`config.mk`:
```
export PLATFORM = sky130hd
export DESIGN_NAME = drpd_top
export DESIGN_NICKNAME = d
export VERILOG_FILES = /design/src/shared/drpd_pkg.sv /design/src/rtl/drpd_top.sv
export SDC_FILE = /design/constraint.sdc
export NUM_CORES = 1
export LEC_CHECK = 0
export ABC_AREA = 0
export BUFFER_PORTS_ARGS = -buffer_cell sky130_fd_sc_hd__buf_2
export CAP_MARGIN = 0
export CORE_MARGIN = 4
export CORE_UTILIZATION = 40
export DETAILED_ROUTE_END_ITERATION = 10
export GPL_TIMING_DRIVEN = 0
export PLACE_DENSITY = 0.73
export SLEW_MARGIN = 5
export SYNTH_ARGS = -nofsm -noshare
export SYNTH_HDL_FRONTEND = slang
export SYNTH_SLANG_ARGS = --single-unit
```
`constraint.sdc`:
```
create_clock -name clock -period 1.8 [get_ports clock]
set_input_delay 0.09 -clock clock [delete_from_list [all_inputs] [get_ports clock]]
set_output_delay 0.09 -clock clock [all_outputs]
set_load 0.01 [all_outputs]
```
`src/shared/drpd_pkg.sv`:
```
// constants, register map and pin carrier of the rank clock-enable sleep block
// assumes one 10 MHz system clock and a slower memory clock sampled by it
package drpd_pkg;

  localparam int NUM_RANKS = 4;
  localparam int AW = 8;

  // register byte addresses
  localparam logic [7:0] REG_SLEEP_CFG = 8'h00;
  localparam logic [7:0] REG_CONTROL = 8'h04;
  localparam logic [7:0] REG_STATUS = 8'h08;

  // rank_sleep_config field layout
  localparam int KIND_LSB = 12;
  localparam int KIND_MSB = 15;
  localparam int THR_LSB = 0;
  localparam int THR_MSB = 11;
  localparam logic [15:0] CFG_RST = 16'h0000;

  // control register field layout
  localparam int CTL_TRISTATE_BIT = 0;
  localparam int CTL_LOCK_BIT = 1;
  localparam int CTL_POP_LSB = 4;
  localparam logic [3:0] POP_RST = 4'hf;

  // sleep kind encodings
  localparam logic [3:0] KIND_NONE = 4'h0;
  localparam logic [3:0] KIND_OPEN_PAGE = 4'h1;
  localparam logic [3:0] KIND_DLL_OFF = 4'h6;

  // exit delays and idle counter limit in memory clock cycles
  localparam logic [5:0] TXP_MCLK = 6'd4;
  localparam logic [5:0] TXPDLL_MCLK = 6'd20;
  localparam logic [11:0] IDLE_SAT = 12'hfff;

  typedef enum logic [1:0] {
    DRPD_AWAKE = 2'b00,
    DRPD_SLEEP = 2'b01,
    DRPD_EXIT = 2'b10
  } drpd_state_t;

  typedef struct packed {
    logic [3:0] kind;
    logic [11:0] thr;
  } drpd_cfg_t;

  typedef struct packed {
    logic [NUM_RANKS-1:0] cke;
    logic [NUM_RANKS-1:0] cke_oe_n;
    logic [NUM_RANKS-1:0] cs_n;
    logic [NUM_RANKS-1:0] cs_oe_n;
  } drpd_pins_t;

endpackage

```
`src/rtl/drpd_top.sv`:
```
// per-rank clock-enable power-down and unpopulated-rank pin release
// assumes rank request inputs and refresh_req are on clock; mem_clk is not
//
// Summary of operation
// (RL1) float every output of an empty slot
// (RL2) empty rank: chip-select, clock-enable undriven
// (RL3) reset assumes populated; tristate enabled by software
// (RL4) four independent clock-enable outputs
// (RL5) config: kind 15:12, threshold 11:0
// (RL6) kinds: none, open-page, dll-off sleep
// (RL7) open-page sleep keeps pages, exit tXP
// (RL8) dll-off exit waits tXP plus tXPDLL
// (RL9) per-rank decision and idle counter
// (RL10) arrival restarts counter; enter only if unqueued
// (RL11) threshold counts idle memory clock cycles
// (RL12) firmware default 6080h, 128 memory clocks
// (RL13) config writable at run time unless locked
// (RL14) clock-enable low until config written
// (RL15) wake all ranks for refresh, resleep after
// (RL16) arrival wakes rank, commands wait exit delay
// (RL17) unknown kind behaves as no sleep
//
// Local design decisions: the strobed register port and the register addresses.
`timescale 1ns/1ns
`default_nettype none
module drpd_top
  import drpd_pkg::*;
#(
  parameter logic [5:0] TXP_CYC = TXP_MCLK,
  parameter logic [5:0] TXPDLL_CYC = TXPDLL_MCLK
) (
  input wire logic clock,
  input wire logic resetn,
  input wire logic [AW-1:0] addr,
  input wire logic [31:0] wdata,
  input wire logic wr_en,
  input wire logic rd_en,
  output logic [31:0] rdata,
  input wire logic mem_clk,
  input wire logic [NUM_RANKS-1:0] txn_arrive,
  input wire logic [NUM_RANKS-1:0] txn_queued,
  input wire logic [NUM_RANKS-1:0] page_open,
  input wire logic [NUM_RANKS-1:0] cs_n_req,
  input wire logic refresh_req,
  output logic refresh_ready,
  output logic [NUM_RANKS-1:0] cmd_ready,
  output logic [NUM_RANKS-1:0] precharge_req,
  output drpd_pins_t pins
);

  // memory clock sampling
  logic mclk_s1_q, mclk_s2_q, mclk_s3_q;
  logic mclk_rise;

  // registers
  drpd_cfg_t cfg_q;
  logic cfg_seen_q, tristate_q, lock_q;
  logic [NUM_RANKS-1:0] pop_q;
  logic [31:0] rdata_q;
  logic refresh_q;

  // per-rank state
  drpd_state_t st_q [NUM_RANKS];
  drpd_state_t st_d [NUM_RANKS];
  logic [11:0] cnt_q [NUM_RANKS];
  logic [11:0] cnt_d [NUM_RANKS];
  logic [5:0] exit_q [NUM_RANKS];
  logic [5:0] exit_d [NUM_RANKS];
  logic [NUM_RANKS-1:0] dll_q, dll_d;
  logic [NUM_RANKS-1:0] ready_q, ready_d;
  logic [NUM_RANKS-1:0] pchg_q, pchg_d;
  logic [NUM_RANKS-1:0] asleep, awake_d;
  drpd_pins_t pins_q, pins_d;
  logic refresh_ready_q;

  // decode
  wire cfg_wr = wr_en && (addr == REG_SLEEP_CFG) && !lock_q;
  wire ctl_wr = wr_en && (addr == REG_CONTROL);
  wire kind_open = (cfg_q.kind == KIND_OPEN_PAGE);
  wire kind_dll = (cfg_q.kind == KIND_DLL_OFF);
  wire kind_on = kind_open || kind_dll; // RL17
  wire refresh_end = refresh_q && !refresh_req;
  wire [NUM_RANKS-1:0] float_mask = tristate_q ? ~pop_q : '0; // RL3
  wire [NUM_RANKS-1:0] work = txn_arrive | txn_queued;
  wire [5:0] dly_open = TXP_CYC; // RL7
  wire [5:0] dly_dll = 6'(TXP_CYC + TXPDLL_CYC); // RL8

  function automatic logic expired(input logic [11:0] cnt,
                                   input logic [11:0] thr);
    expired = (cnt >= thr); // RL11
  endfunction

  assign mclk_rise = mclk_s2_q && !mclk_s3_q;

  always_ff @(posedge clock) begin
    if (!resetn) begin
      mclk_s1_q <= 1'b0;
      mclk_s2_q <= 1'b0;
      mclk_s3_q <= 1'b0;
    end else begin
      mclk_s1_q <= mem_clk;
      mclk_s2_q <= mclk_s1_q;
      mclk_s3_q <= mclk_s2_q;
    end
  end

  // register file
  always_ff @(posedge clock) begin
    if (!resetn) begin
      cfg_q <= CFG_RST;
      cfg_seen_q <= 1'b0;
      tristate_q <= 1'b0;
      lock_q <= 1'b0;
      pop_q <= POP_RST; // RL3
    end else begin
      if (cfg_wr) begin
        cfg_q <= wdata[15:0]; // RL5 RL13
        cfg_seen_q <= 1'b1; // RL14
      end
      if (ctl_wr) begin
        tristate_q <= wdata[CTL_TRISTATE_BIT];
        lock_q <= lock_q | wdata[CTL_LOCK_BIT];
        pop_q <= wdata[CTL_POP_LSB +: NUM_RANKS];
      end
    end
  end

  wire [31:0] ctl_rd = {24'h000000, pop_q, 2'b00, lock_q, tristate_q};
  wire [31:0] sts_rd = {19'h00000, cfg_seen_q, pins_q.cke, ready_q, asleep};
  wire [31:0] rd_mux = (addr == REG_SLEEP_CFG) ? {16'h0000, cfg_q} :
                       (addr == REG_CONTROL) ? ctl_rd :
                       (addr == REG_STATUS) ? sts_rd : 32'h00000000;

  always_ff @(posedge clock) begin
    if (!resetn) begin
      rdata_q <= 32'h00000000;
    end else begin
      rdata_q <= rd_en ? rd_mux : 32'h00000000;
    end
  end

  // per-rank sleep decision
  always_comb begin
    for (int i = 0; i < NUM_RANKS; i++) begin
      st_d[i] = st_q[i];
      cnt_d[i] = cnt_q[i];
      exit_d[i] = exit_q[i];
      dll_d[i] = dll_q[i];
      pchg_d[i] = 1'b0;
      asleep[i] = (st_q[i] == DRPD_SLEEP);
      if (work[i]) begin
        cnt_d[i] = 12'h000; // RL10
      end else if (refresh_end) begin
        cnt_d[i] = cfg_q.thr; // RL15
      end else if (mclk_rise && cnt_q[i] != IDLE_SAT) begin
        cnt_d[i] = 12'(cnt_q[i] + 12'h001); // RL9 RL11
      end
      unique case (st_q[i])
        DRPD_AWAKE: begin
          if (cfg_seen_q && kind_on && !work[i] && !refresh_req &&
              expired(cnt_q[i], cfg_q.thr)) begin
            if (kind_open || !page_open[i]) begin
              st_d[i] = DRPD_SLEEP; // RL6 RL10
              dll_d[i] = kind_dll;
            end else begin
              pchg_d[i] = 1'b1; // RL8
            end
          end
        end
        DRPD_SLEEP: begin
          if (work[i] || refresh_req || !kind_on) begin
            st_d[i] = DRPD_EXIT; // RL16 RL15
            exit_d[i] = dll_q[i] ? dly_dll : dly_open; // RL7 RL8
          end
        end
        DRPD_EXIT: begin
          if (exit_q[i] == 6'd0) begin
            st_d[i] = DRPD_AWAKE; // RL16
          end else if (mclk_rise) begin
            exit_d[i] = 6'(exit_q[i] - 6'd1);
          end
        end
        default: begin
          st_d[i] = DRPD_AWAKE;
        end
      endcase
      awake_d[i] = (st_d[i] == DRPD_AWAKE);
      ready_d[i] = awake_d[i];
    end
  end

  // pins: four independent clock-enables, released for empty ranks
  assign pins_d.cke = {NUM_RANKS{cfg_seen_q}} & ~asleep_d(st_d); // RL4 RL14
  assign pins_d.cke_oe_n = float_mask; // RL2
  assign pins_d.cs_n = float_mask | cs_n_req;
  assign pins_d.cs_oe_n = float_mask; // RL1 RL2

  function automatic logic [NUM_RANKS-1:0] asleep_d(input drpd_state_t s
                                                    [NUM_RANKS]);
    for (int k = 0; k < NUM_RANKS; k++) begin
      asleep_d[k] = (s[k] == DRPD_SLEEP);
    end
  endfunction

  always_ff @(posedge clock) begin
    if (!resetn) begin
      for (int i = 0; i < NUM_RANKS; i++) begin
        st_q[i] <= DRPD_AWAKE;
        cnt_q[i] <= 12'h000;
        exit_q[i] <= 6'd0;
      end
      dll_q <= '0;
      ready_q <= '0;
      pchg_q <= '0;
      pins_q <= '0;
      refresh_q <= 1'b0;
      refresh_ready_q <= 1'b0;
    end else begin
      for (int i = 0; i < NUM_RANKS; i++) begin
        st_q[i] <= st_d[i];
        cnt_q[i] <= cnt_d[i];
        exit_q[i] <= exit_d[i];
      end
      dll_q <= dll_d;
      ready_q <= ready_d;
      pchg_q <= pchg_d;
      pins_q <= pins_d;
      refresh_q <= refresh_req;
      refresh_ready_q <= refresh_req && (&awake_d); // RL15
    end
  end

  assign rdata = rdata_q;
  assign cmd_ready = ready_q;
  assign precharge_req = pchg_q;
  assign pins = pins_q;
  assign refresh_ready = refresh_ready_q;
endmodule // drpd_top
`default_nettype wire

```
=== After elaboration in Yosys (flattened, before gate mapping) ===
Memory sizes are Yosys's and may differ from the RTL's.
Index checks and enable logic that the tools add are counted.

* Register bits after elaboration: 84
* Bits in writable memories: 80
* Word-level logic and storage cells: 226
* Memories: 3
* Input bits: 62
* Output and inout bits: 57

{| class="wikitable"
|+ Memories
! name !! depth !! width !! rd ports !! clocked after Yosys merged registers in !! wr ports !! line !! source
|-
| cnt_q || 4 || 12 || 4 || 0 || 4 || drpd_top.sv:65 || <nowiki>logic [11:0] cnt_q [NUM_RANKS];</nowiki>
|-
| exit_q || 4 || 6 || 4 || 0 || 4 || drpd_top.sv:67 || <nowiki>logic [5:0] exit_q [NUM_RANKS];</nowiki>
|-
| st_q || 4 || 2 || 4 || 0 || 4 || drpd_top.sv:63 || <nowiki>drpd_state_t st_q [NUM_RANKS];</nowiki>
|}

* Reduce and logical (&&, ||, !) cells: 72
* Order comparisons: 4
* Add/sub/neg operators: 8
* Mux-type cells: 74
* Eq/ne operators: 20
* Bitwise gates (word level): 20

{| class="wikitable"
|+ Operators with widths
! operator !! count
|-
| 2-to-1 mux 12 bit || 16
|-
| 2-to-1 mux 6 bit || 16
|-
| adder 12 x 1 -> 12 bit (second input constant) || 4
|-
| greater-or-equal comparator 12 bit || 4
|-
| != test 12 bit (second input constant) || 4
|-
| one-hot mux 6 bit (2 select lines) || 4
|-
| 2-to-1 mux 2 bit || 20
|-
| 2-to-1 mux 13 bit || 2
|-
| logical NOT 6 bit || 4
|-
| one-hot mux 2 bit (3 select lines) || 4
|-
| AND reduction 3 bit || 8
|-
| subtractor 6 x 1 -> 6 bit (second input constant) || 4
|-
| logical AND 1 bit || 23
|-
| 2-to-1 mux 5 bit || 4
|-
| equality test 2 x 1 -> 1 bit (second input constant) || 8
|-
| logical NOT 2 bit || 8
|-
| 2-to-1 mux 16 bit || 1
|-
| logical OR 1 bit || 13
|-
| bitwise OR 1 bit || 13
|-
| logical NOT 1 bit || 12
|-
| equality test 2 bit (second input constant) || 4
|-
| equality test 8 x 3 -> 1 bit (second input constant) || 1
|-
| equality test 8 x 4 -> 1 bit (second input constant) || 1
|-
| logical NOT 8 bit || 1
|-
| other kinds (11) || 19
|}

=== Longest topological paths before layout ===
Gate-level depths: netlist of run 1.

* Depth after elaboration: 11
* Mapped depth: 8
* Mapped depth without buffers: 8

=== Worst setup path before layout of run 1 ===
No wires, ideal clock.

* Path kind: flip-flop to flip-flop
* Start point: register cfg_q[0] (netlist bit)
* End point: memory st_q[1][0] (netlist bit)
* Stages on the path, launching flop included: 8
* Path slack: -0.063 ns
* Clock period less this slack: 1.863 ns
* Arrival time: 1.749 ns
* Path buffers: 0
* Required time: 1.685 ns
* Library setup time: 0.115 ns
* Path through: dfxtp_1 ha_1 nand2b_1 a2111oi_0 o21ai_0 a31oi_1 a211oi_1 o21a_1

{| class="wikitable"
|+ RTL lines
! element !! line !! source
|-
| from (decl) || drpd_top.sv:56 || <nowiki>drpd_cfg_t cfg_q;</nowiki>
|-
| from (signal assigned) || drpd_top.sv:117 || <nowiki>cfg_q <= wdata[15:0];</nowiki>
|-
| to (decl) || drpd_top.sv:63 ||
|}

==> flow_metrics.env, run 1 <==
export IMPL_status="finished, violations left"
export IMPL_violated_checks="negative setup slack"
export IMPL_grt_first_pass_wirelength_um=39200
export IMPL_cts_sink_count=148
export IMPL_power_share_switching=0.242
export IMPL_area_growth_synth_to_finish_pct=37.4
export IMPL_cts_htree_levels=4
export IMPL_synth_area_per_cell_sq_um=8.71
export IMPL_cts_max_path_buffers=2
export IMPL_synth_edf_count=0
export IMPL_gpl_final_weighted_congestion=0.945
export IMPL_p_per_area_nw_per_um2=702
export IMPL_setup_worst_path_class="reg2reg"
export IMPL_cap_viol_max_count=0
export IMPL_clock_pin_slew_worst_setup_and_hold_paths_ns=0.06
export IMPL_global_route_usage_total=0.224
export IMPL_first_global_vias=7499
export IMPL_nNetsFinal=1211
export IMPL_synthDistinctLibCells=59
export IMPL_synth_cells=903
export IMPL_yosys_warnings=0
export IMPL_effective_utilization_at_floorplan=0.405
export IMPL_critical_path_max_fanout=4
export IMPL_placement_io_buffers=83
export IMPL_drt_antenna_violating_nets=0
export IMPL_worst_slew_pin_transition_ns=0.778
export IMPL_timing_critical_path_max_delay_family="simple AND/OR/NAND/NOR gates"
export IMPL_critPathArrivalTime_ns=2.26
export IMPL_route_vias_total=7818
export IMPL_sequential_to_total_area_share_from_yosys_stat=0.377
export IMPL_post_route_drc_count=0
export IMPL_grt_start_max_net_pins=17
export IMPL_chipWidth_um=148
export IMPL_fmaxAchievable_ghz=0.516
export IMPL_worstSetupPathDepth=6
export IMPL_p_switching_w=0.00183
export IMPL_worst_setup_path_start_kind="register"
export IMPL_dpl_hpwl_um=16700
export IMPL_worst_endpoint_required_ns=2.12
export IMPL_critical_path_buf_inv_count=0
export IMPL_yosysTopAreaCellShare=0.377
export IMPL_async_flop_share=0
export IMPL_ios=119
export IMPL_drt_iter0_markers=957
export IMPL_worst_slack_ns=-0.139
export IMPL_intPower_w=0.00574
export IMPL_share_seq_of_total_power=0.435
export IMPL_timing_critical_path_slowest_stage_cell="sky130_fd_sc_hd__or4_4"
export IMPL_routed_wirelength_normalized_by_instance_count_um=18.9
export IMPL_reg2regPathDepth=6
export IMPL_avgViaCountPerCell=5.72
export IMPL_global_route_overflow_total=0
export IMPL_flip_flop_and_latch_count_after_synthesis=148
export IMPL_cp_slowest_stage_delay_ns=0.58
export IMPL_ys_flop_type="sky130_fd_sc_hd__dfxtp_1"
export IMPL_placeableCoreArea_sq_um=19400
export IMPL_layout_drive_gt1_share=0.318
export IMPL_ys_top_cells_by_area="sky130_fd_sc_hd__dfxtp_1, sky130_fd_sc_hd__ha_1, sky130_fd_sc_hd__mux2i_1"
export IMPL_p_leak_nw=4.27
export IMPL_worstHoldPathType="in2reg"
export IMPL_final_hold_violating_endpoints=0
export IMPL_post_route_period_util=1.08
export IMPL_cts_tree="done"
export IMPL_total_die_area_sq_um=22000
export IMPL_min_delay_path_depth=3
export IMPL_layout_cells_most_common="sky130_fd_sc_hd__dfxtp_1"
export IMPL_worst_ir_drop_vdd_v=0.000633
export IMPL_syn_cell_area_sq_um=7870
export IMPL_drtPass1Iterations=6
export IMPL_slew_headroom=0.481
export IMPL_number_of_rows_in_the_core_area=51
export IMPL_die_y_um=148
export IMPL_crit_chain="or4_4, nor3_2, o21ai_1, o22ai_2, nand2_2, and3_1"
export IMPL_power_share_combinational=0.069
export IMPL_num_antenna_cells=0
export IMPL_setup_viol=22
export IMPL_clock_root_buffer="sky130_fd_sc_hd__clkbuf_16"
export IMPL_rsz0062_at_grt="true"
export IMPL_fin_skew_ns=0.00974
export IMPL_layout_common_cells="sky130_fd_sc_hd__dfxtp_1, sky130_fd_sc_hd__buf_2, sky130_fd_sc_hd__nor2_1, sky130_fd_sc_hd__nand2_1, sky130_fd_sc_hd__buf_4"
export IMPL_finalWorstPathRequiredPeriod_ns=1.94
export IMPL_fin_worst_hold_slack_ns=0.0564
export IMPL_total_detailed_routing_wirelength_um=25800
export IMPL_end_kind="register"
export IMPL_final_max_slew_viol_count=0
export IMPL_cts_inserted_buffers=17
export IMPL_clock_power_share=0.495
export IMPL_final_util=0.557
export IMPL_netlist_top_cell_by_area="sky130_fd_sc_hd__dfxtp_1"
export IMPL_grt_antenna_before_repair=0
export IMPL_worst_skew_pair_latency_ns=0.43
final timing paths:
kind                               startpoint               end  slack [ns]
worst max register to register     st_q[3][1]      cmd_ready[3]       -0.14
worst min-delay path            txn_arrive[0]  precharge_req[0]        0.06
worst max-delay path               st_q[3][1]      cmd_ready[3]       -0.14
worst min register to register      mclk_s1_q         mclk_s2_q        0.44
sequential cells by signal (all words and copies together), names as in the netlist:
| name | count |
|---|---|
| cfg_seen_q | 1 |
| refresh_ready | 1 |
| mclk_s3_q | 1 |
| cnt_q | 48 |
| lock_q | 1 |
| dll_q | 4 |
| st_q | 8 |
| mclk_s2_q | 1 |
| tristate_q | 1 |
| cmd_ready | 4 |
| cfg_q | 16 |
| pop_q | 4 |
| rdata | 16 |
| mclk_s1_q | 1 |
| exit_q | 24 |
| refresh_q | 1 |
| pins | 12 |
| precharge_req | 4 |
power by group through the flow:
stage	clock, W	combinational (W)	sequential [W]
3_5_place_dp	0	0.000390	0.00339
5_1_grt	0.00391	0.000556	0.00330
2_1_floorplan	0	0.000223	0.00339
6_report	0.00375	0.000525	0.00330
4_1_cts	0.00374	0.000486	0.00330
3_3_place_gp	0	0.000388	0.00339
Yosys cell counts (3+ instances only):
cell	count
sky130_fd_sc_hd__nor4_1	6
sky130_fd_sc_hd__and2_1	14
sky130_fd_sc_hd__nor3_1	17
sky130_fd_sc_hd__nand3_1	38
sky130_fd_sc_hd__xnor2_1	18
sky130_fd_sc_hd__nor3b_1	3
sky130_fd_sc_hd__a21oi_1	39
sky130_fd_sc_hd__nor2b_1	29
sky130_fd_sc_hd__nor2_1	85
sky130_fd_sc_hd__dfxtp_1	148
sky130_fd_sc_hd__ha_1	60
sky130_fd_sc_hd__clkbuf_1	30
sky130_fd_sc_hd__or2_2	3
sky130_fd_sc_hd__a31oi_1	6
sky130_fd_sc_hd__and4_1	7
sky130_fd_sc_hd__and3_1	16
sky130_fd_sc_hd__xor2_1	21
sky130_fd_sc_hd__o31ai_1	4
sky130_fd_sc_hd__nand2b_1	14
sky130_fd_sc_hd__a311oi_1	5
sky130_fd_sc_hd__buf_4	20
sky130_fd_sc_hd__a21boi_0	8
sky130_fd_sc_hd__o211ai_1	16
sky130_fd_sc_hd__o21a_1	14
sky130_fd_sc_hd__o22ai_1	9
sky130_fd_sc_hd__a211oi_1	38
sky130_fd_sc_hd__o21ai_0	28
sky130_fd_sc_hd__mux2i_1	36
sky130_fd_sc_hd__a21o_1	8
sky130_fd_sc_hd__nand4_1	14
sky130_fd_sc_hd__inv_1	26
sky130_fd_sc_hd__or3_1	5
sky130_fd_sc_hd__nand2_1	80
sky130_fd_sc_hd__o41ai_1	3
final cells by class:
type                            count  area [sq um]
Buffer                             51           299
Clock buffer                       19           443
Clock inverter                     13           173
Multi-Input combinational cell    691          5350
Inverter                           26           125
Tap cell                          265           332
Timing Repair Buffer              154          1030
Fill cell                        1637          8600
Sequential cell                   148          3060
per-layer routing:
layer,routed length (um),vias up,share of wire,GRT usage
li1,-,3602,-,-
met3,2000,90,0.078,0.0402
met4,975,0,0.038,0.0887
met1,10800,3710,0.42,0.300
met2,12000,416,0.47,0.359
met5,0,-,0,0
timing repair:
item,CTS,global route
endpoints found under the hold margin,33,0
cloned,0,1
buffers inserted,31,16
gates resized for setup,164,66
setup endpoints to repair,73,65
pin swaps,36,38
hold buffers,26,0
worst register-to-register path: cells and delay by family (launching register included):
kind | cells | cell delay, ns
flops | 1 | 0.33
compound gates | 2 | 0.38
simple gates | 4 | 1.12
cell families (layout without fill, tap and decap cells):
kind of cell,count (synthesis),in the layout,synth area share
flip-flops,148,148,0.377
AND/OR/NAND/NOR,349,350,0.227
multiplexers,36,36,0.0458
AO/OA/AOI/OAI,190,190,0.161
buffers and inverters,80,263,0.0504
adder cells (fa/ha/maj),60,60,0.0955
XOR/XNOR,39,39,0.0434
other,1,16,0.000477
stage by stage:
step                area [sq um]  cells  setup WS (ns)  total power, W  setup TNS, ns
finish                     10800   1367         -0.139         0.00758          -1.49
detailed placement          8670   1266         -0.658         0.00378         -17.21
global placement            8670   1266         -0.634         0.00378         -15.60
CTS                        10400   1354         -0.131         0.00753         -0.658
global route               10800   1367         -0.192         0.00777          -2.81
floorplan                   7930    918        -0.0244         0.00362        -0.0536
No activity file was read; power rests on OpenSTA's default activity.
==> inputs of run 2 (changes only) <==
--- a/config.mk
+++ b/config.mk
@@ -9,10 +9,10 @@
 export BUFFER_PORTS_ARGS = -buffer_cell sky130_fd_sc_hd__buf_2
 export CAP_MARGIN = 0
 export CORE_MARGIN = 4
-export CORE_UTILIZATION = 40
+export CORE_UTILIZATION = 31
 export DETAILED_ROUTE_END_ITERATION = 10
 export GPL_TIMING_DRIVEN = 0
-export PLACE_DENSITY = 0.73
+export PLACE_DENSITY = 0.61
 export SLEW_MARGIN = 5
 export SYNTH_ARGS = -nofsm -noshare
 export SYNTH_HDL_FRONTEND = slang
==> run 2 against run 1 <==
  * The flow still finishes with violations (negative setup slack)
  * Die area grew 27%
  * Worst hold slack worse by 0.0069 ns
  * Clock power fell by 2%
  * Via count fell by 2.3%
  * Power down 0.82%
  * Combinational power is 3% higher
==> flow_metrics.env, run 2 (synthesis gave the netlist of run 1 again) <==
export IMPL_slew_headroom=0.466
export IMPL_total_die_area_sq_um=28000
export IMPL_reg2regPathDepth=9
export IMPL_worst_endpoint_required_ns=2.16
export IMPL_cap_viol_max_count=0
export IMPL_cp_slowest_stage_delay_ns=0.39
export IMPL_place_inst=1331
export IMPL_avgViaCountPerCell=5.29
export IMPL_cts_max_path_buffers=2
export IMPL_fmaxAchievable_ghz=0.499
export IMPL_ios=119
export IMPL_top_register="cnt_q"
export IMPL_grt_busiest_layer="met2"
export IMPL_setup_worst_path_class="reg2reg"
export IMPL_finalWorstPathRequiredPeriod_ns=2.00
export IMPL_hp_start="txn_arrive[0]"
export IMPL_worst_slew_pin_transition_ns=0.801
export IMPL_first_global_vias=7137
export IMPL_rsz0062_at_grt="true"
export IMPL_layout_drive_gt1_share=0.330
export IMPL_worst_skew_pair_latency_ns=0.43
export IMPL_use_met1=0.236
export IMPL_p_leak_nw=4.34
export IMPL_min_delay_path_depth=4
export IMPL_cts_htree_levels=4
export IMPL_critical_path_buf_inv_count=2
export IMPL_setup_viol=18
export IMPL_placeableCoreArea_sq_um=25000
export IMPL_timing_critical_path_max_delay_family="compound AO/OA/AOI/OAI gates"
export IMPL_grt_antenna_before_repair=0
export IMPL_status="finished, violations left"
export IMPL_nNetsFinal=1223
export IMPL_drt_antenna_violating_nets=0
export IMPL_fin_skew_ns=0.0114
export IMPL_end_kind="register"
export IMPL_layout_common_cells="sky130_fd_sc_hd__dfxtp_1, sky130_fd_sc_hd__buf_2, sky130_fd_sc_hd__nor2_1, sky130_fd_sc_hd__nand2_1, sky130_fd_sc_hd__buf_4"
export IMPL_final_max_slew_viol_count=0
export IMPL_layout_cells_most_common="sky130_fd_sc_hd__dfxtp_1"
export IMPL_num_antenna_cells=0
export IMPL_worst_setup_path_startpoint="cfg_q[3]"
export IMPL_drtPass1Iterations=7
export IMPL_chipWidth_um=167
export IMPL_use_met3=0.0415
export IMPL_number_of_rows_in_the_core_area=58
export IMPL_number_of_flip_flops_under_the_largest_register_name=48
export IMPL_worst_setup_path_start_kind="register"
export IMPL_p_per_area_nw_per_um2=678
export IMPL_cts_sink_count=148
export IMPL_critPathArrivalTime_ns=2.36
export IMPL_global_route_overflow_total=0
export IMPL_grtUsageMet2=0.279
export IMPL_cts_tree="done"
export IMPL_fillers=2341
export IMPL_r2r_start="cfg_q[3]"
export IMPL_clock_root_buffer="sky130_fd_sc_hd__clkbuf_16"
export IMPL_cts_inserted_buffers=17
export IMPL_timing_critical_path_slowest_stage_cell="sky130_fd_sc_hd__dfxtp_4"
export IMPL_grt_start_max_net_pins=17
export IMPL_violated_checks="negative setup slack"
export IMPL_effective_utilization_at_floorplan=0.314
export IMPL_global_route_usage_total=0.175
export IMPL_area_growth_synth_to_finish_pct=40.9
export IMPL_total_detailed_routing_wirelength_um=26200
export IMPL_final_cell_count_no_fill=1443
export IMPL_grt_first_pass_wirelength_um=39300
export IMPL_worst_ir_drop_vdd_v=0.000622
export IMPL_die_y_um=167
export IMPL_placement_io_buffers=83
export IMPL_final_hold_violating_endpoints=0
export IMPL_clock_pin_slew_worst_setup_and_hold_paths_ns=0.06
export IMPL_biggestRegsByFlops="cnt_q x48, exit_q x24"
export IMPL_routed_wirelength_normalized_by_instance_count_um=18.2
export IMPL_critical_path_max_fanout=4
export IMPL_post_route_period_util=1.11
export IMPL_finalPower_w=0.00752
export IMPL_worstHoldPathType="in2reg"
export IMPL_drt_iter0_markers=754
export IMPL_dpl_hpwl_um=17700
export IMPL_route_vias_total=7635
export IMPL_worst_slack_ns=-0.205
export IMPL_worstSetupPathDepth=9
export IMPL_crit_chain="inv_6, buf_12, ha_4, o21a_1, o211ai_1, o21ai_2, a31oi_4, a211oi_4, mux2i_1"
export IMPL_post_route_drc_count=0
export IMPL_gpl_final_weighted_congestion=0.900
==> run 2: repair_timing <==
| action | CTS | global route |
|---|---|---|
| gates cloned | 0 | 1 |
| endpoints found under the hold margin | 33 | 0 |
| buffers inserted | 39 | 20 |
| gates resized for setup | 168 | 79 |
| pin swaps | 40 | 32 |
| hold buffers | 26 | 0 |
| setup endpoints to repair | 75 | 73 |
==> run 2: layer usage <==
metal / routed length (um) / vias up
met1: 11700 / 3681
met4: 761 / 0
met5: 0 / -
li1: - / 3621
met3: 1610 / 55
met2: 12100 / 278
==> run 2: stage by stage <==
step | hold slack (ns) | instance area (sq um) | setup slack (ns) | TNS [ns] | util
4_1_cts | 0.0457 | 10600 | -0.136 | -0.907 | 0.422
5_1_grt | 0.0548 | 11100 | -0.273 | -3.02 | 0.443
2_1_floorplan | 0.200 | 7930 | -0.0244 | -0.0536 | -
3_3_place_gp | 0.287 | 8760 | -0.808 | -21.23 | 0.350
3_5_place_dp | 0.291 | 8760 | -0.823 | -22.37 | 0.350
6_report | 0.0495 | 11100 | -0.205 | -1.99 | 0.443
==> run 2: worst paths after layout <==
kind	end	slack (ns)
max	dll_q[2]	-0.20
max reg2reg	dll_q[2]	-0.20
min	st_q[0][0]	0.05
min reg2reg	mclk_s2_q	0.43
==> run 2: worst reg2reg max path, delay by kind of cell (launching register included) <==
kind,cells,cell delay (ns)
buffers and inverters,2,0.18
AO/OA/AOI/OAI,5,0.91
multiplexers,1,0.22
flip-flops,1,0.39
adder cells (fa/ha/maj),1,0.24
==> run 2: report_power, final <==
group	leakage, nW	switching, W	internal, W
logic	2.84	0.000302	0.000237
registers	1.22	0.0000229	0.00327
clock network	0.278	0.00147	0.00221
total	4.34	0.00180	0.00572
==> run 2: final cells by class <==
cell class,count,area [sq um],area share
sequential,148,3060,0.276
clock inverter,12,155,0.0140
tap,330,413,0.0372
buffer,50,299,0.0270
clock buffer,19,443,0.0400
timing repair buffer,167,1160,0.105
inverter,26,128,0.0115
multi-input combinational,691,5420,0.489
==> inputs of run 3 (changes only) <==
--- a/config.mk
+++ b/config.mk
@@ -8,7 +8,7 @@
 export ABC_AREA = 0
 export BUFFER_PORTS_ARGS = -buffer_cell sky130_fd_sc_hd__buf_2
 export CAP_MARGIN = 0
-export CORE_MARGIN = 4
+export CORE_MARGIN = 8
 export CORE_UTILIZATION = 31
 export DETAILED_ROUTE_END_ITERATION = 10
 export GPL_TIMING_DRIVEN = 0
==> run 3 against run 2 <==
  * The run still ends with negative setup slack left
  * Cell count shrank 1.1%
  * Sequential power hardly changed
  * Worst hold slack worse by 0.0090 ns
  * Critical path type unchanged
==> flow_metrics.env, run 3 (synthesis gave the netlist of run 1 again) <==
export IMPL_p_leak_nw=4.28
export IMPL_finalPower_w=0.00761
export IMPL_route_vias_total=7500
export IMPL_setup_worst_path_class="reg2reg"
export IMPL_drtPass1Iterations=5
export IMPL_global_route_usage_total=0.166
export IMPL_global_route_overflow_total=0
export IMPL_num_antenna_cells=0
export IMPL_critical_path_max_fanout=5
export IMPL_cts_inserted_buffers=17
export IMPL_ios=119
export IMPL_nNetsFinal=1206
export IMPL_reg2regPathDepth=9
export IMPL_dpl_hpwl_um=18200
export IMPL_clock_root_buffer="sky130_fd_sc_hd__clkbuf_16"
export IMPL_design_area_sq_um=10900
export IMPL_avgViaCountPerCell=5.26
export IMPL_end_kind="register"
export IMPL_grt_first_pass_wirelength_um=40300
export IMPL_cts_sink_count=148
export IMPL_critPathArrivalTime_ns=2.28
export IMPL_post_route_period_util=1.08
export IMPL_number_of_flip_flops_under_the_largest_register_name=48
export IMPL_layout_common_cells="sky130_fd_sc_hd__dfxtp_1, sky130_fd_sc_hd__buf_2, sky130_fd_sc_hd__nor2_1, sky130_fd_sc_hd__nand2_1, sky130_fd_sc_hd__buf_4"
export IMPL_drt_iter0_markers=572
export IMPL_worst_ir_drop_vdd_v=0.000697
export IMPL_number_of_rows_in_the_core_area=58
export IMPL_violated_checks="negative setup slack"
export IMPL_layout_drive_gt1_share=0.316
export IMPL_chipWidth_um=175
export IMPL_p_per_area_nw_per_um2=698
export IMPL_worst_setup_path_start_kind="register"
export IMPL_setup_viol=14
export IMPL_met3RoutedLength_um=1680
export IMPL_total_die_area_sq_um=30700
export IMPL_route_met2_wl_um=12400
export IMPL_area_growth_synth_to_finish_pct=38.8
export IMPL_routed_length_on_met1_um=11700
export IMPL_cap_viol_max_count=0
export IMPL_worst_slack_ns=-0.150
export IMPL_die_y_um=175
export IMPL_fmaxAchievable_ghz=0.513
export IMPL_clock_pin_slew_worst_setup_and_hold_paths_ns=0.06
export IMPL_status="finished, violations left"
export IMPL_grt_start_max_net_pins=17
export IMPL_drt_antenna_violating_nets=0
export IMPL_cts_tree="done"
export IMPL_worst_endpoint_required_ns=2.13
export IMPL_grt_antenna_before_repair=0
export IMPL_top_register="cnt_q"
export IMPL_cts_max_path_buffers=2
export IMPL_total_detailed_routing_wirelength_um=26500
export IMPL_detailed_place_area_sq_um=8760
export IMPL_final_max_slew_viol_count=0
export IMPL_fin_skew_ns=0.00883
export IMPL_placeableCoreArea_sq_um=25000
export IMPL_layout_cells_most_common="sky130_fd_sc_hd__dfxtp_1"
export IMPL_gpl_final_weighted_congestion=0.879
export IMPL_routed_wirelength_normalized_by_instance_count_um=18.6
export IMPL_worst_skew_pair_latency_ns=0.43
export IMPL_biggestRegsByFlops="cnt_q x48, exit_q x24"
export IMPL_cts_htree_levels=4
export IMPL_highest_signal_layer="met4"
export IMPL_worst_slew_pin_transition_ns=0.768
export IMPL_rsz0062_at_grt="true"
export IMPL_finalWorstPathRequiredPeriod_ns=1.95
export IMPL_slew_headroom=0.488
export IMPL_first_global_vias=7258
export IMPL_worstHoldPathType="in2reg"
export IMPL_min_delay_path_depth=3
export IMPL_placement_io_buffers=83
export IMPL_effective_utilization_at_floorplan=0.314
export IMPL_post_route_drc_count=0
export IMPL_final_hold_violating_endpoints=0
-- run 3: cell count changes in the layout (fill, tap and decap cells not counted), sizes merged --
| cell | delta |
|---|---|
| clkinvlp | -5 |
| buf | -18 |
| clkbuf | +4 |
| inv | +1 |
| clkinv | +2 |
-- run 3: critical path, cell delays in order, from the launching register on --
cell and delay [ns]:
sky130_fd_sc_hd__dfxtp_4 0.41, sky130_fd_sc_hd__buf_6 0.12, sky130_fd_sc_hd__ha_4 0.18, sky130_fd_sc_hd__nand2b_4 0.14, sky130_fd_sc_hd__a2111oi_4 0.29, sky130_fd_sc_hd__o21ai_2 0.14, sky130_fd_sc_hd__a31oi_4 0.28, sky130_fd_sc_hd__buf_4 0.17
sky130_fd_sc_hd__buf_6 0.09, sky130_fd_sc_hd__nor2_2 0.02
-- run 3: area by class of cell --
cell class	count	area, sq um
Multi-Input combinational cell	691	5370
Timing Repair Buffer	149	1010
Sequential cell	148	3070
Clock buffer	22	474
Fill cell	2362	14100
Buffer	51	303
Inverter	26	130
Tap cell	330	413
Clock inverter	10	144
-- run 3: per-stage QoR --
stage | TNS (ns) | cells | utilization | setup slack [ns] | hold WS [ns]
after detailed placement | -19.56 | 1331 | 0.350 | -0.685 | 0.292
after global routing | -2.24 | 1427 | 0.436 | -0.194 | 0.0577
after floorplan | -0.0536 | 918 | - | -0.0244 | 0.200
final | -1.23 | 1427 | 0.436 | -0.150 | 0.0405
after global placement | -17.91 | 1331 | 0.350 | -0.681 | 0.286
after CTS | -1.05 | 1414 | 0.417 | -0.143 | 0.0385
-- run 3: what timing repair did --
action	4_1_cts	5_1_grt
hold buffers	26	0
gates resized for setup	158	91
endpoints found under the hold margin	33	0
setup buffers	28	14
cloned	0	1
endpoints found under the setup margin	79	69
pin swaps	33	37
-- run 3: power by group --
part / switching (W) / internal [W]
sequential: 0.0000230 / 0.00327
clock: 0.00147 / 0.00231
combinational: 0.000307 / 0.000233
total: 0.00180 / 0.00581
-- run 3: routing by layer --
metal  GRT usage  vias up
met4      0.0696        0
met3      0.0314       56
met2       0.267      266
met5           0        -
met1       0.215     3576
li1            -     3602
-- run 3: worst paths after layout --
check | startpoint | endpoint | slack (ns)
hold / removal | txn_queued[0] | precharge_req[0] | 0.04
setup reg to reg | cfg_q[0] | precharge_req[1] | -0.15
setup / recovery | cfg_q[0] | precharge_req[1] | -0.15
hold reg to reg | mclk_s1_q | mclk_s2_q | 0.43
